--- config.mk ---
export PLATFORM = sky130hd
export DESIGN_NAME = opf_port
export DESIGN_NICKNAME = d
export VERILOG_FILES = /design/src/inc/opf_pkg.sv /design/src/logic/opf_port.sv
export VERILOG_INCLUDE_DIRS = /design/src /design/src/inc
export SDC_FILE = /design/constraint.sdc
export NUM_CORES = 1
export LEC_CHECK = 0
export ABC_AREA = 1
export BUFFER_PORTS_ARGS = -buffer_cell sky130_fd_sc_hd__buf_2
export CELL_PAD_IN_SITES_DETAIL_PLACEMENT = 0
export CELL_PAD_IN_SITES_GLOBAL_PLACEMENT = 1
export CORE_ASPECT_RATIO = 1.5
export CORE_MARGIN = 5
export CORE_UTILIZATION = 29
export DETAILED_ROUTE_END_ITERATION = 10
export PLACE_DENSITY = 0.77
export SLEW_MARGIN = 20
export SYNTH_ARGS = -nofsm -noshare
export SYNTH_HDL_FRONTEND = slang
export SYNTH_SLANG_ARGS = --single-unit
--- constraint.sdc ---
create_clock -name clk -period 1.31 [get_ports clk]
set_input_delay 0.131 -clock clk [delete_from_list [all_inputs] [get_ports clk]]
set_output_delay 0.131 -clock clk [all_outputs]
set_load 0.01 [all_outputs]
--- src/inc/opf_consts.svh ---
// register offsets, field positions and reset values of the port block
`ifndef OPF_CONSTS_SVH
`define OPF_CONSTS_SVH
`define OPF_ADDR_W 6
`define OPF_OFS_CTRL 6'h00
`define OPF_OFS_DIGOUT 6'h04
`define OPF_OFS_DIGIN 6'h08
`define OPF_OFS_STATUS 6'h0C
`define OPF_OFS_IRQ_STAT 6'h10
`define OPF_OFS_IRQ_EN 6'h14
`define OPF_OFS_IRQ_CLR 6'h18
`define OPF_CTRL_MODE_LSB 0
`define OPF_CTRL_BEH_LSB 2
`define OPF_CTRL_FIE_BIT 4
`define OPF_CTRL_SRC_LSB 5
`define OPF_CTRL_REARM_BIT 8
`define OPF_CTRL_RESET 32'h00000000
`define OPF_DIG_RESET 3'h0
`define OPF_IRQ_W 3
`define OPF_IRQ_DISABLE 0
`define OPF_IRQ_TRIG 1
`define OPF_IRQ_FAULT 2
`define OPF_RESP_OKAY 2'h0
`define OPF_RESP_SLVERR 2'h2
`endif

--- src/inc/opf_pkg.sv ---
// types of the port block
package opf_pkg;
	typedef enum logic [1:0] {
		OPF_MODE_DISFLT,
		OPF_MODE_PARALLEL,
		OPF_MODE_TRIGGER,
		OPF_MODE_SPARE
	} opf_mode_type;
	typedef enum logic [1:0] {
		OPF_BEH_OFF,
		OPF_BEH_LIVE,
		OPF_BEH_LATCH,
		OPF_BEH_SPARE
	} opf_beh_type;
	typedef enum logic [1:0] {
		OPF_SRC_RQS,
		OPF_SRC_ESB,
		OPF_SRC_OPERATION_SUMMARY_SOURCE,
		OPF_SRC_QUESTIONABLE_SUMMARY_SOURCE
	} opf_src_type;
	typedef struct packed {
		logic rqs;
		logic esb;
		logic operation_summary_source;
		logic questionable_summary_source;
	} opf_summary_type;
	typedef struct packed {
		logic [2:0] out;
		logic [2:0] oe;
	} opf_lines_type;
	typedef enum logic [1:0] {
		OPF_BUS_IDLE,
		OPF_BUS_RESP
	} opf_bus_type;
endpackage : opf_pkg

--- src/logic/opf_port.sv ---
// multi-function output port with axi4-lite register slave
//
// Local design decisions: the placing of the registers and the AXI4-Lite register port.
`timescale 1ns/1ns
`include "opf_consts.svh"
module opf_port (
	input wire logic clk,
	input wire logic rst,
	input wire logic [31:0] s_axi_awaddr,
	input wire logic s_axi_awvalid,
	output logic s_axi_awready,
	input wire logic [31:0] s_axi_wdata,
	input wire logic [3:0] s_axi_wstrb,
	input wire logic s_axi_wvalid,
	output logic s_axi_wready,
	output logic [1:0] s_axi_bresp,
	output logic s_axi_bvalid,
	input wire logic s_axi_bready,
	input wire logic [31:0] s_axi_araddr,
	input wire logic s_axi_arvalid,
	output logic s_axi_arready,
	output logic [31:0] s_axi_rdata,
	output logic [1:0] s_axi_rresp,
	output logic s_axi_rvalid,
	input wire logic s_axi_rready,
	input wire opf_pkg::opf_summary_type summaryIn,
	input wire logic [2:0] portLineIn,
	output opf_pkg::opf_lines_type portLines,
	output logic unitOutputEnable,
	output logic measureTrigger,
	output logic irq
);
	import opf_pkg::*;

	////////////////////////////////////////////////////////////////////////
	typedef struct packed {
		opf_mode_type mode;
		opf_beh_type beh;
		logic fie;
		opf_src_type src;
		logic [2:0] digOut;
		logic [2:0] lineSeen;
		logic disLatched;
		logic [2:0] irqStat;
		logic [2:0] irqEn;
		logic awHeld;
		logic [`OPF_ADDR_W-1:0] awAddr;
		logic wHeld;
		logic [31:0] wData;
		logic [3:0] wStrb;
		logic bValid;
		logic [1:0] bResp;
		logic rValid;
		logic [31:0] rData;
		logic [1:0] rResp;
		logic awRdy;
		logic wRdy;
		logic arRdy;
		opf_lines_type lines;
		logic unitOn;
		logic trig;
		logic irqOut;
	} opf_state_type;

	opf_state_type state_reg;
	opf_state_type state_next;

	logic disableRequestInput;
	logic faultSel;
	logic trigEdge;
	logic disAsserted;
	logic doWrite;
	logic doRead;
	logic [2:0] irqSet;
	logic [2:0] irqClr;
	logic [31:0] ctrlWord;
	logic rearm;

	////////////////////////////////////////////////////////////////////////
	// line 0 is the disable input in disable/fault mode and the trigger input in trigger mode
	assign disableRequestInput = portLineIn[0];
	assign disAsserted = (state_reg.mode == OPF_MODE_DISFLT) &&
		(state_reg.beh != OPF_BEH_OFF) && !disableRequestInput;
	assign trigEdge = (state_reg.mode == OPF_MODE_TRIGGER) &&
		state_reg.lineSeen[0] && !portLineIn[0];

	always_comb begin
		unique case (state_reg.src)
			OPF_SRC_RQS: faultSel = summaryIn.rqs;
			OPF_SRC_ESB: faultSel = summaryIn.esb;
			OPF_SRC_OPERATION_SUMMARY_SOURCE: faultSel = summaryIn.operation_summary_source;
			OPF_SRC_QUESTIONABLE_SUMMARY_SOURCE: faultSel = summaryIn.questionable_summary_source;
		endcase
	end

	assign ctrlWord = {25'h0000000, state_reg.src, state_reg.fie,
		state_reg.beh, state_reg.mode};

	assign doWrite = state_reg.awHeld && state_reg.wHeld && !state_reg.bValid;
	assign doRead = s_axi_arvalid && !state_reg.rValid;

	////////////////////////////////////////////////////////////////////////
	always_comb begin
		state_next = state_reg;
		irqSet = 3'h0;
		irqClr = 3'h0;
		rearm = 1'b0;
		// axi write address and data, taken in either order
		if (s_axi_awvalid && !state_reg.awHeld) begin
			state_next.awHeld = 1'b1;
			state_next.awAddr = s_axi_awaddr[`OPF_ADDR_W-1:0];
		end
		if (s_axi_wvalid && !state_reg.wHeld) begin
			state_next.wHeld = 1'b1;
			state_next.wData = s_axi_wdata;
			state_next.wStrb = s_axi_wstrb;
		end
		if (doWrite) begin
			state_next.awHeld = 1'b0;
			state_next.wHeld = 1'b0;
			state_next.bValid = 1'b1;
			state_next.bResp = `OPF_RESP_OKAY;
			unique case (state_reg.awAddr)
				`OPF_OFS_CTRL: begin
					if (state_reg.wStrb[0]) begin
						state_next.mode = opf_mode_type'(
							state_reg.wData[`OPF_CTRL_MODE_LSB +: 2]);
						state_next.beh = opf_beh_type'(
							state_reg.wData[`OPF_CTRL_BEH_LSB +: 2]);
						state_next.fie = state_reg.wData[`OPF_CTRL_FIE_BIT];
						state_next.src = opf_src_type'(
							state_reg.wData[`OPF_CTRL_SRC_LSB +: 2]);
					end
					if (state_reg.wStrb[1]) begin
						rearm = state_reg.wData[`OPF_CTRL_REARM_BIT];
					end
				end
				`OPF_OFS_DIGOUT: begin
					if (state_reg.wStrb[0]) begin
						state_next.digOut = state_reg.wData[2:0];
					end
				end
				`OPF_OFS_IRQ_EN: begin
					if (state_reg.wStrb[0]) begin
						state_next.irqEn = state_reg.wData[2:0];
					end
				end
				`OPF_OFS_IRQ_CLR: begin
					if (state_reg.wStrb[0]) begin
						irqClr = state_reg.wData[2:0];
					end
				end
				`OPF_OFS_DIGIN, `OPF_OFS_STATUS, `OPF_OFS_IRQ_STAT: begin
				end
				default: state_next.bResp = `OPF_RESP_SLVERR;
			endcase
		end
		if (state_reg.bValid && s_axi_bready) begin
			state_next.bValid = 1'b0;
		end
		// axi read
		if (doRead) begin
			state_next.rValid = 1'b1;
			state_next.rResp = `OPF_RESP_OKAY;
			unique case (s_axi_araddr[`OPF_ADDR_W-1:0])
				`OPF_OFS_CTRL: state_next.rData = ctrlWord;
				`OPF_OFS_DIGOUT: state_next.rData = {29'h0, state_reg.digOut};
				`OPF_OFS_DIGIN: state_next.rData = {29'h0, state_reg.lineSeen};
				`OPF_OFS_STATUS: state_next.rData = {29'h0, faultSel,
					state_reg.disLatched, state_reg.unitOn};
				`OPF_OFS_IRQ_STAT: state_next.rData = {29'h0, state_reg.irqStat};
				`OPF_OFS_IRQ_EN: state_next.rData = {29'h0, state_reg.irqEn};
				`OPF_OFS_IRQ_CLR: state_next.rData = 32'h00000000;
				default: begin
					state_next.rData = 32'h00000000;
					state_next.rResp = `OPF_RESP_SLVERR;
				end
			endcase
		end
		if (state_reg.rValid && s_axi_rready) begin
			state_next.rValid = 1'b0;
		end
		// port input sampling
		state_next.lineSeen = portLineIn;
		// disable handling
		if (state_reg.beh != OPF_BEH_LATCH || state_reg.mode != OPF_MODE_DISFLT
			|| rearm) begin
			state_next.disLatched = 1'b0;
		end
		if (disAsserted && state_reg.beh == OPF_BEH_LATCH) begin
			state_next.disLatched = 1'b1;
		end
		state_next.unitOn = !disAsserted && !state_next.disLatched;
		// line drivers
		state_next.lines = '0;
		unique case (state_reg.mode)
			OPF_MODE_DISFLT: begin
				// line 1 open-collector fault, pulled low on fault
				state_next.lines.oe[1] = state_reg.fie && faultSel;
				state_next.lines.out[1] = 1'b0;
			end
			OPF_MODE_PARALLEL: begin
				state_next.lines.out = state_reg.digOut;
				state_next.lines.oe = 3'h7;
			end
			OPF_MODE_TRIGGER: begin
			end
			default: begin
			end
		endcase
		state_next.trig = trigEdge;
		// interrupt events, set wins over clear
		irqSet[`OPF_IRQ_DISABLE] = disAsserted && state_reg.unitOn;
		irqSet[`OPF_IRQ_TRIG] = trigEdge;
		irqSet[`OPF_IRQ_FAULT] = (state_reg.mode == OPF_MODE_DISFLT) &&
			state_reg.fie && faultSel;
		state_next.irqStat = (state_reg.irqStat & ~irqClr) | irqSet;
		state_next.irqOut = |(state_next.irqStat & state_next.irqEn);
		// ready flags registered so bus outputs leave flip-flops directly
		state_next.awRdy = !state_next.awHeld;
		state_next.wRdy = !state_next.wHeld;
		state_next.arRdy = !state_next.rValid;
		if (rst) begin
			state_next = '0;
			state_next.mode = OPF_MODE_DISFLT;
			state_next.beh = OPF_BEH_OFF;
			state_next.src = OPF_SRC_RQS;
			state_next.digOut = `OPF_DIG_RESET;
			state_next.lineSeen = 3'h7;
			state_next.unitOn = 1'b1;
			state_next.awRdy = 1'b1;
			state_next.wRdy = 1'b1;
			state_next.arRdy = 1'b1;
		end
	end

	always_ff @(posedge clk) begin
		state_reg <= state_next;
	end

	////////////////////////////////////////////////////////////////////////
	assign s_axi_awready = state_reg.awRdy;
	assign s_axi_wready = state_reg.wRdy;
	assign s_axi_bvalid = state_reg.bValid;
	assign s_axi_bresp = state_reg.bResp;
	assign s_axi_arready = state_reg.arRdy;
	assign s_axi_rvalid = state_reg.rValid;
	assign s_axi_rdata = state_reg.rData;
	assign s_axi_rresp = state_reg.rResp;
	assign portLines = state_reg.lines;
	assign unitOutputEnable = state_reg.unitOn;
	assign measureTrigger = state_reg.trig;
	assign irq = state_reg.irqOut;
endmodule : opf_port

# Yosys cells after proc, flatten, opt, wreduce, memory -nomap -nowiden
# Index checks and enable logic that the tools add are counted.
[classes]
n_eq_ne = 19
muxes = 23
n_bitwise = 5
reduce_logical = 42
[ops]
columns = ["cell", "count"]
rows = [
  ["7-bit one-hot mux with 6 select lines", 1],
  ["37-bit two-way mux", 1],
  ["6-bit by 5-bit equality test with 1-bit output (second input constant)", 6],
  ["35-bit two-way mux", 1],
  ["6-bit by 4-bit equality test with 1-bit output (second input constant)", 4],
  ["1-bit logical AND", 17],
  ["3-bit two-way mux", 5],
  ["7-bit OR reduction", 2],
  ["6-bit by 3-bit equality test with 1-bit output (second input constant)", 2],
  ["6-bit zero test", 2],
  ["1-bit zero test", 10],
  ["1-bit two-way mux", 9],
  ["2-bit equality test (second input constant)", 4],
  ["7-bit two-way mux", 1],
  ["3-bit bitwise AND", 2],
  ["3-bit AND reduction", 2],
  ["2-bit by 1-bit equality test with 1-bit output (second input constant)", 2],
  ["2-bit zero test", 2],
  ["2-bit two-way mux", 2],
  ["4-bit two-way mux", 1],
  ["1-bit one-hot mux with 4 select lines", 1],
  ["2-bit nonzero test", 2],
  ["2-bit OR reduction", 2],
  ["3-bit NOT", 1],
  ["other kinds (6)", 7],
]
[totals]
ff_bits = 114
in_bits = 114
output_inout_bits = 50
word_cells = 116

# Longest topological paths before layout
# Gate-level depths: netlist (run 1).
[depth]
ltp_word = 8
mapped_depth = 9
mapped_depth_nobuf = 9

# Worst setup path after synthesis (run 1)
# Ideal clock, no wire load.
[synth_timing]
path_kind = "flip-flop to flip-flop"
from = "reg state_reg[87] (netlist bit)"
to = "reg state_reg (netlist bit ctrlWord[0])"
setup_time_ns = 0.128
t_arrival_ns = 1.019
required_time_ns = 1.182
slack_ns = 0.163
path_stages_with_launch = 8
path_buffers = 1
period_less_slack_ns = 1.147
cell_sequence = "dfxtp_1 -> nor2_4 -> nand3_2 -> nor2_4 -> nand2_2 -> buf_6 -> a22oi_2 -> nor2_1"
[synth_between]
elab_chain_cells = 2
[synth_lines]
columns = ["item", "line_no", "rtl"]
rows = [
  ["start: declaration", "opf_port.sv:65", "opf_state_type state_reg;"],
  ["start signal: assignment", "opf_port.sv:238", "state_reg <= state_next;"],
  ["6-bit zero test", "opf_port.sv:123", "unique case (state_reg.awAddr)"],
  ["3-bit AND reduction (no line)", "n/a", ""],
]
# Every way passes these cells.
# A chain may end at the register's enable or synchronous reset.

# Final worst setup path (run 1)
[layout_timing]
from = "reg state_reg[88] (netlist bit)"
to = "reg state_reg (netlist bit irq)"
[layout_between]
elab_chain_cells = 8
word_cells_on_any_way = 11
classes_between = "eq/ne: 2; mux: 4; bitwise: 4; reduce/logical: 1"
[layout_lines]
columns = ["item", "line_no", "rtl"]
rows = [
  ["6-bit by 5-bit equality test with 1-bit output", "opf_port.sv:123", ""],
  ["3-bit two-way mux", "opf_port.sv:123", ""],
  ["3-bit two-way mux", "opf_port.sv:118", "if (doWrite) begin"],
  ["3-bit NOT", "opf_port.sv:217", "state_next.irqStat = (state_reg.irqStat & ~irqClr) | irqSet;"],
  ["3-bit bitwise AND", "opf_port.sv:217", ""],
  ["3-bit bitwise OR", "opf_port.sv:217", ""],
  ["3-bit bitwise AND (*)", "opf_port.sv:218", "state_next.irqOut = |(state_next.irqStat & state_next.irqEn);"],
  ["3-bit OR reduction (*)", "opf_port.sv:218", ""],
]
# Mark *: on every way between the ends. The rest lies on a longest branch, timed or not.

==> results of run 1 <==
metal layers:
metal | GRT usage, % | up-vias | wire, um | part of all wire (%)
met2 | 20.19 | 73 | 3437 | 53
met1 | 12.88 | 1065 | 2510 | 38
met4 | 5.609 | 0 | 112 | 1.7
met5 | 0 | - | 0 | 0
met3 | 3.562 | 9 | 487 | 7.4
li1 | - | 1259 | - | -
through the flow:
stage	TNS [ns]	setup WS [ns]
6_report	0	0.05943
5_1_grt	-0.05220	-0.05077
4_1_cts	0	0.01601
3_5_place_dp	0	0.02754
3_3_place_gp	0	0.04629
2_1_floorplan	0	0.1631
cell families (layout without fill, tap and decap cells):
logic type	count (synthesis)	count (layout)	synth area share (%)
other	1	27	0.1364
AO/OA/AOI/OAI	69	69	13.15
AND/OR/NAND/NOR	152	152	24.48
buffers and inverters	90	134	18.56
flip-flops	60	60	43.68
report_power, final:
part	internal (uW)	switching, uW	total, uW
registers	1910	47.1	1960
clock network	1620	759	2370
logic	184	286	470
total	3710	1090	4810
cell type report:
class                   count  area (sq um)  share of cell area [%]
repair buffers             80         455.4                   13.20
well taps                 112         140.1                   4.062
clock inverters             1         30.03                  0.8705
multi-input cells         248          1201                   34.82
inverters                  39         146.4                   4.244
clock buffers              14         274.0                   7.943
flip-flops and latches     60          1202                   34.86
worst max-delay path, cell delays in order, from the launching register on:
cell and delay (ns):
dfxtp_2 0.33, nor2_4 0.17, nand2_2 0.08, nor2_4 0.14, buf_4 0.12, nand2_1 0.07, nand2_1 0.10, nand3_2 0.09
nand3_2 0.09
timing repair:
action / in CTS / in global routing
buffers inserted: 0 / 3
setup endpoints to repair: 0 / 13
hold buffers: 0 / 0
resized for setup: 0 / 24
worst max path at each step:
stage                   from           to  slack (ns)  cells after the start
6_report       state_reg[88]          irq        0.06                      8
4_1_cts        state_reg[89]          irq        0.02                      9
2_1_floorplan  state_reg[87]  ctrlWord[0]        0.16                      7
5_1_grt        state_reg[93]          irq       -0.05                      8
3_3_place_gp   state_reg[89]          irq        0.05                      9
3_5_place_dp   state_reg[89]          irq        0.03                      9
cells in the mapped netlist (all sizes together):
| library cell | instances |
|---|---|
| dfxtp | 60 |
| nor2 | 60 |
| nand2 | 59 |
| buf | 47 |
| inv | 38 |
| o21ai | 38 |
| a21oi | 28 |
| nand3 | 17 |
| nand4 | 11 |
| clkbuf | 4 |
| nor3 | 2 |
| or2 | 2 |
| a22oi | 1 |
| a311oi | 1 |
| clkinv | 1 |
| conb | 1 |
| nand3b | 1 |
| o22ai | 1 |
==> reports/metrics.csv, run 1 <==
metric;value;unit
leakagePower;0.001616;uW
largest_reg_flops;31;
ys_ff_latch;60;
ff2ff_setup_slack;0.06;ns
grt_pass1_wl;10340;um
antenna_found_initial;0;
dpl.hpwl;5169;um
final_util;37.28;%
final_cell_mix;dfxtp_1, buf_2, nand2_1, nor2_1, inv_1;
area_growth;25.43;%
initial_utilization;29.72;%
grt_max_degree;14;
ios;164;
nets;552;
p_per_area;1393;nW/um^2
rows;43;
hold_path.class;in -> reg;
dieHeight;129.3;um
critPathRequiredTime;1.57;ns
worst_r2r_path_depth;8;
hold_viol_final;0;
vias;2406;
drtAntennaViolNets;0;
layout_commonest_cell;dfxtp_1;
vias_per_cell;4.343;
yosys_warnings;0;
synth_area;2750;sq um
outcome;completed;
die_area;11570;sq um
min_path_cells;2;
rsz0062_at_grt;true;
hold_start;portLineIn[2];
grt_usage;11.73;%
start_kind;register;
dp.cells;536;
finalSetupViolations;0;
maxSlewViolCount;0;
clock_latency;0.32;ns
die_w;89.51;um
drt-initial-drc-count;101;
wl_per_cell;11.82;um
syn_inst;372;
drive_gt1_share;28.05;%
hold_end;state_reg[103];
synthDistinctLibCells;26;
crit_path_end_kind;register;
grt_pass1_vias;2296;
drtPass1Iterations;4;
fin_crit;1.251;ns
crit_type;reg -> reg;
fin_crit_sh;95.46;%
irDropWorstVdd;750.2;uV
cts.path.max_buffers;2;
cap_violations;0;
coreArea;9254;sq um
finalClockSkew;0.004860;ns
gp_congestion;0.7895;
r2r_start;state_reg[88];
cts_tree;built;
h-tree-depth;3;
finalNonFillerCells;554;
seq_area_frac_synth;43.68;%
cts_root_buf;clkbuf_16;
numCtsBuffers;9;
fmax;799.6;MHz
worst_hold_slack;0.005630;ns
final_cell_area;3450;sq um
clk_pin_slew;0.05;ns
io_buffers;58;
overflow;0;
wirelength;6546;um
synth_area_per_cell;7.393;sq um
fillers;1016;
p_total;4805;uW
synth_top_area_share;43.68;%
dpl_cell_area;3057;sq um
crit_arrival;1.51;ns
yosysTopAreaCell;dfxtp_1;
n_antenna_cell;0;
clock-sinks;60;
synthTopCellsByArea;dfxtp_1, buf_4, nand2_1;
crit_fanout;5;
drc_errors;0;
r2r-end;irq;
Note: power is estimated with default switching activity, not from simulation.
==> run 2, diff against run 1 <==
--- a/config.mk
+++ b/config.mk
@@ -14,8 +14,8 @@
 export CORE_MARGIN = 5
 export CORE_UTILIZATION = 29
 export DETAILED_ROUTE_END_ITERATION = 10
-export PLACE_DENSITY = 0.77
-export SLEW_MARGIN = 20
+export PLACE_DENSITY = 0.86
 export SYNTH_ARGS = -nofsm -noshare
 export SYNTH_HDL_FRONTEND = slang
 export SYNTH_SLANG_ARGS = --single-unit
+export TNS_END_PERCENT = 30
==> run 2 against run 1 <==
  * Power decreased by 8.7%
  * Register-to-register slack got worse by 0.02 ns
  * Sequential power about the same
  * Via count decreased by 1.1%
  * Critical path type unchanged
==> reports/metrics.csv, run 2 (synthesized netlist as in run 1, its figures left out) <==
metric;value;unit;change
fillers;1008;;-0.79%
io_buffers;58;;unchanged
layout_commonest_cell;buf_2;;
grt_max_degree;25;;+11
die_w;89.51;um;unchanged
final_cell_mix;buf_2, nand2_1, dfxtp_1, nor2_1, inv_1;;
crit_path_frequent_cell;nand4_1;;
hold_path.class;in -> reg;;
cpMaxStageDelayCell;dfxtp_1;;
h-tree-depth;3;;unchanged
wl_per_cell;11.69;um;-1.0%
clk_pin_slew;0.05;ns;about the same
cap_violations;0;;unchanged
n_antenna_cell;0;;unchanged
largest_reg_flops;31;;unchanged
fmax;788.2;MHz;-1.4%
fin_crit_sh;96.84;%;+1.4 points
fin_crit;1.269;ns;+0.01810 ns
crit_arrival;1.51;ns;about the same
grt_pass1_vias;2292;;-0.17%
cts.path.max_buffers;2;;unchanged
path_delay_family;flip-flops;;
holdBufCountCts;0;;unchanged
drive_gt1_share;25.46;%;-2.6 points
nets;545;;-1.3%
area_growth;20.88;%;
p_per_area;1319;nW/um^2;-5.3%
dp.cells;531;;-0.93%
clock-sinks;60;;unchanged
leakagePower;0.001547;uW;-4.3%
ios;164;;unchanged
maxSlewViolCount;0;;unchanged
drt-initial-drc-count;119;;+18%
die_area;11570;sq um;unchanged
dieHeight;129.3;um;unchanged
start_kind;register;;
worst_hold_slack;0.007206;ns;+0.001576 ns
crit_path_end_kind;register;;
final_cell_area;3324;sq um;-3.6%
finalClockSkew;0.005418;ns;+0.0005586 ns
rsz0062_at_grt;true;;
multi_input_area;1171;sq um;-2.5%
vias;2379;;-1.1%
drc_errors;0;;unchanged
cts_tree;built;;
dpl.hpwl;5188;um;+0.36%
dpl_cell_area;3032;sq um;-0.82%
cp_slowest_stage_delay;0.36;ns;+0.03 ns
numCtsBuffers;9;;unchanged
overflow;0;;unchanged
critPathRequiredTime;1.56;ns;about the same
gp_congestion;0.8076;;+2.3%
vias_per_cell;4.373;;+0.70%
seqCellArea;1205;sq um;+0.21%
grt_pass1_wl;10240;um;-0.94%
path_cells;nand4_1, inv_2, nand4_1, buf_4, a21oi_1;;
finalNonFillerCells;544;;-1.8%
wirelength;6361;um;-2.8%
initial_utilization;29.72;%;unchanged
outcome;completed;;
antenna_found_initial;0;;unchanged
cts_root_buf;clkbuf_16;;
rows;43;;unchanged
drtPass1Iterations;4;;unchanged
crit_type;reg -> reg;;
hold_viol_final;0;;unchanged
irDropWorstVdd;630.9;uV;-16%
drtAntennaViolNets;0;;unchanged
coreArea;9254;sq um;unchanged
critPathBufInv;2;;+1
crit_fanout;4;;-1
grt_usage;11.65;%;-0.083 points
finalSetupViolations;0;;unchanged
clock_latency;0.32;ns;about the same
[run 2: final cells by class]
cell class              instances  area share, %
well taps                     112          4.215
multi-input cells             248          35.23
flip-flops and latches         60          36.24
repair buffers                 73          12.50
inverters                      39          4.403
clock buffers                  12          7.414
[run 2: repair_timing]
| action | 4_1_cts | 5_1_grt |
|---|---|---|
| setup endpoints to repair | 0 | 9 |
| setup buffers | 0 | 1 |
| gates resized for setup | 0 | 15 |
[run 2: path summary, 6_finish.rpt]
check,slack [ns],from,depth (start not counted),end
setup / recovery,0.04,state_reg[50],5,state_reg[106]
hold / removal,0.007,portLineIn[1],2,state_reg[102]
hold reg to reg,0.47,s_axi_bresp[1],2,s_axi_bresp[1]
setup reg to reg,0.04,state_reg[50],5,state_reg[106]
[run 2: through the flow]
stage | total power [uW] | setup WS [ns] | TNS [ns] | util, %
2_1_floorplan | 2337 | 0.1631 | 0 | -
3_3_place_gp | 2428 | 0.05892 | 0 | 32.76
3_5_place_dp | 2439 | 0.02586 | 0 | 32.76
4_1_cts | 4432 | 0.02111 | 0 | 35.42
5_1_grt | 4617 | -0.04730 | -0.1244 | 35.92
6_report | 4386 | 0.04133 | 0 | 35.92
[run 2: per-layer routing]
layer | wire length [um] | share of wire, % | GRT usage, % | vias up
met5 | 0 | 0 | 0 | -
met4 | 156 | 2.5 | 5.960 | 0
met3 | 502 | 7.9 | 3.880 | 14
met2 | 3254 | 51 | 19.71 | 76
met1 | 2448 | 38 | 12.71 | 1050
li1 | - | - | - | 1239
[run 2: report_power, final]
part / switching (uW) / internal (uW) / leakage (uW)
clock network: 689 / 1280 / 0.000120
registers: 45.4 / 1920 / 0.000492
logic: 278 / 177 / 0.000934
==> run 3, diff against run 2 <==
--- a/config.mk
+++ b/config.mk
@@ -14,7 +14,8 @@
 export CORE_MARGIN = 5
 export CORE_UTILIZATION = 29
 export DETAILED_ROUTE_END_ITERATION = 10
-export PLACE_DENSITY = 0.86
+export GPL_ROUTABILITY_DRIVEN = 0
+export PLACE_DENSITY_LB_ADDON = 0.1
 export SYNTH_ARGS = -nofsm -noshare
 export SYNTH_HDL_FRONTEND = slang
 export SYNTH_SLANG_ARGS = --single-unit
==> run 3 against run 2 <==
  * Worst setup slack gained 0.017 ns
  * Maximum frequency grew 1.3%
  * Clock power grew 15%
  * Core utilization grew 1.9 points
  * Global-route usage grew 1.4 points
  * Non-clock buffer count grew 19
  * Routed wire length grew 11%
  * Via count grew 0.38%
  * Critical path depth grew 2
  * Sequential cell count is the same
  * Register-to-register slack gained 0.02 ns
==> reports/metrics.csv, run 3 (synthesized netlist as in run 1, its figures left out) <==
metric;value;unit;change
cpMaxStageDelayCell;dfxtp_2;;
clk_pin_slew;0.05;ns;about the same
clock-sinks;60;;unchanged
finalClockSkew;0.008769;ns;+0.003351 ns
crit_type;reg -> reg;;
h-tree-depth;3;;unchanged
drc_errors;0;;unchanged
die_w;89.51;um;unchanged
critPathRequiredTime;1.52;ns;-0.04 ns
die_area;11570;sq um;unchanged
crit_path_end_kind;register;;
n_antenna_cell;0;;unchanged
r2r_start;state_reg[88];;
fin_crit;1.252;ns;-0.01689 ns
start_kind;register;;
cts.path.max_buffers;2;;unchanged
irDropWorstVdd;755.3;uV;+20%
grt_pass1_vias;2358;;+2.9%
seqCellArea;1205;sq um;unchanged
vias_per_cell;4.219;;-3.5%
fin_ws;0.05822;ns;+0.01689 ns
multi_input_area;1169;sq um;-0.21%
crit_fanout;11;;+7
grt_usage;13.06;%;+1.4 points
coreArea;9254;sq um;unchanged
finalSetupViolations;0;;unchanged
critPathBufInv;1;;-1
dpl.hpwl;5759;um;+11%
overflow;0;;unchanged
vias;2388;;+0.38%
clock_latency;0.32;ns;about the same
ff2ff_setup_slack;0.06;ns;+0.02 ns
p_per_area;1352;nW/um^2;+2.5%
final_cell_area;3500;sq um;+5.3%
crit_arrival;1.47;ns;-0.04 ns
dp.cells;547;;+3.0%
area_growth;27.25;%;
drtAntennaViolNets;0;;unchanged
cp_slowest_stage_delay;0.33;ns;-0.03 ns
nets;564;;+3.5%
drive_gt1_share;28.19;%;+2.7 points
hold_start;s_axi_awvalid;;
fin_crit_sh;95.56;%;-1.3 points
hold_end;s_axi_awready;;
cap_violations;0;;unchanged
finalNonFillerCells;566;;+4.0%
layout_commonest_cell;buf_2;;
wirelength;7060;um;+11%
p_total;4731;uW;+7.9%
final_util;37.82;%;+1.9 points
r2r-end;ctrlWord[0];;
path_delay_family;simple AND/OR/NAND/NOR gates;;
initial_utilization;29.72;%;unchanged
leakagePower;0.001656;uW;+7.1%
grt_pass1_wl;11190;um;+9.3%
hold_viol_final;0;;unchanged
worst_r2r_path_depth;7;;+2
numCtsBuffers;9;;unchanged
dieHeight;129.3;um;unchanged
wl_per_cell;12.47;um;+6.7%
path_cells;nor2_4, nand3_2, nor2_4, buf_4, nand2_4, a22oi_2, nor2_1;;
cts_root_buf;clkbuf_16;;
dpl_cell_area;3139;sq um;+3.5%
outcome;completed;;
drt-initial-drc-count;72;;-39%
drtPass1Iterations;4;;unchanged
hold_path.class;in -> reg;;
maxSlewViolCount;0;;unchanged
ios;164;;unchanged
io_buffers;58;;unchanged
cts_tree;built;;
fillers;1033;;+2.5%
min_path_cells;2;;unchanged
crit_path_frequent_cell;nor2_4;;
rows;43;;unchanged
final_cell_mix;buf_2, nand2_1, dfxtp_1, nor2_1, inv_1;;
largest_reg_flops;31;;unchanged
post-place-ws;-0.008613;ns;-0.03448 ns
antenna_found_initial;0;;unchanged
grt_max_degree;17;;-32%
rsz0062_at_grt;true;;
fmax;798.9;MHz;+1.3%
[run 3: cell types whose count changed in the layout (fill, tap and decap cells not counted), sizes merged]
cell,before,now
buf,73,90
clkbuf,12,13
dlygate4sd3,0,2
clkinv,1,2
bufinv,0,1
[run 3: metrics by stage]
step	hold WS (ns)	TNS (ns)
3_3_place_gp	0.3177	-0.01712
6_report	0.05367	0
3_5_place_dp	0.3210	-0.008613
2_1_floorplan	0.2348	0
5_1_grt	0.06008	-0.3851
4_1_cts	0.03474	0
[run 3: how the worst max path moves through the flow]
stage,startpoint,to,depth (start not counted)
floorplan,state_reg[87],ctrlWord[0],7
global placement,state_reg[87],irq,8
detailed placement,state_reg[87],irq,8
CTS,state_reg[87],irq,8
global route,state_reg[88],irq,8
finish,state_reg[88],ctrlWord[0],7
[run 3: worst reg2reg max path, stage by stage (launching register included)]
cell and delay (ns):
dfxtp_2 0.33, nor2_4 0.16, nand3_2 0.11, nor2_4 0.12
buf_4 0.14, nand2_4 0.10, a22oi_2 0.13, nor2_1 0.05
[run 3: layout make-up]
cell class                      instances  share of cell area (%)
Inverter                               39                   4.183
Clock inverter                          2                   1.001
Multi-Input combinational cell        248                   33.39
Tap cell                              112                   4.004
Timing Repair Buffer                   92                   15.84
Sequential cell                        60                   34.43
Clock buffer                           13                   7.151
[run 3: routing by layer]
layer  vias up  part of all wire, %  GRT usage [%]
li1       1281                    -              -
met1      1046                   37          13.12
met2        55                   56          24.32
met3         6                  5.3          4.135
met4         0                  1.2          4.996
met5         -                    0              0
[run 3: repair_timing]
action,4_1_cts,5_1_grt
resized for setup,1,15
pin swaps,0,3
endpoints found under the hold margin,2,0
hold buffers,2,0
setup buffers,0,2
endpoints found under the setup margin,1,15
[run 3: report_power, final]
part / internal (uW) / switching (uW) / leakage (uW)
clock: 1510 / 761 / 0.000140
combinational: 210 / 290 / 0.00102
sequential: 1910 / 46.9 / 0.000492
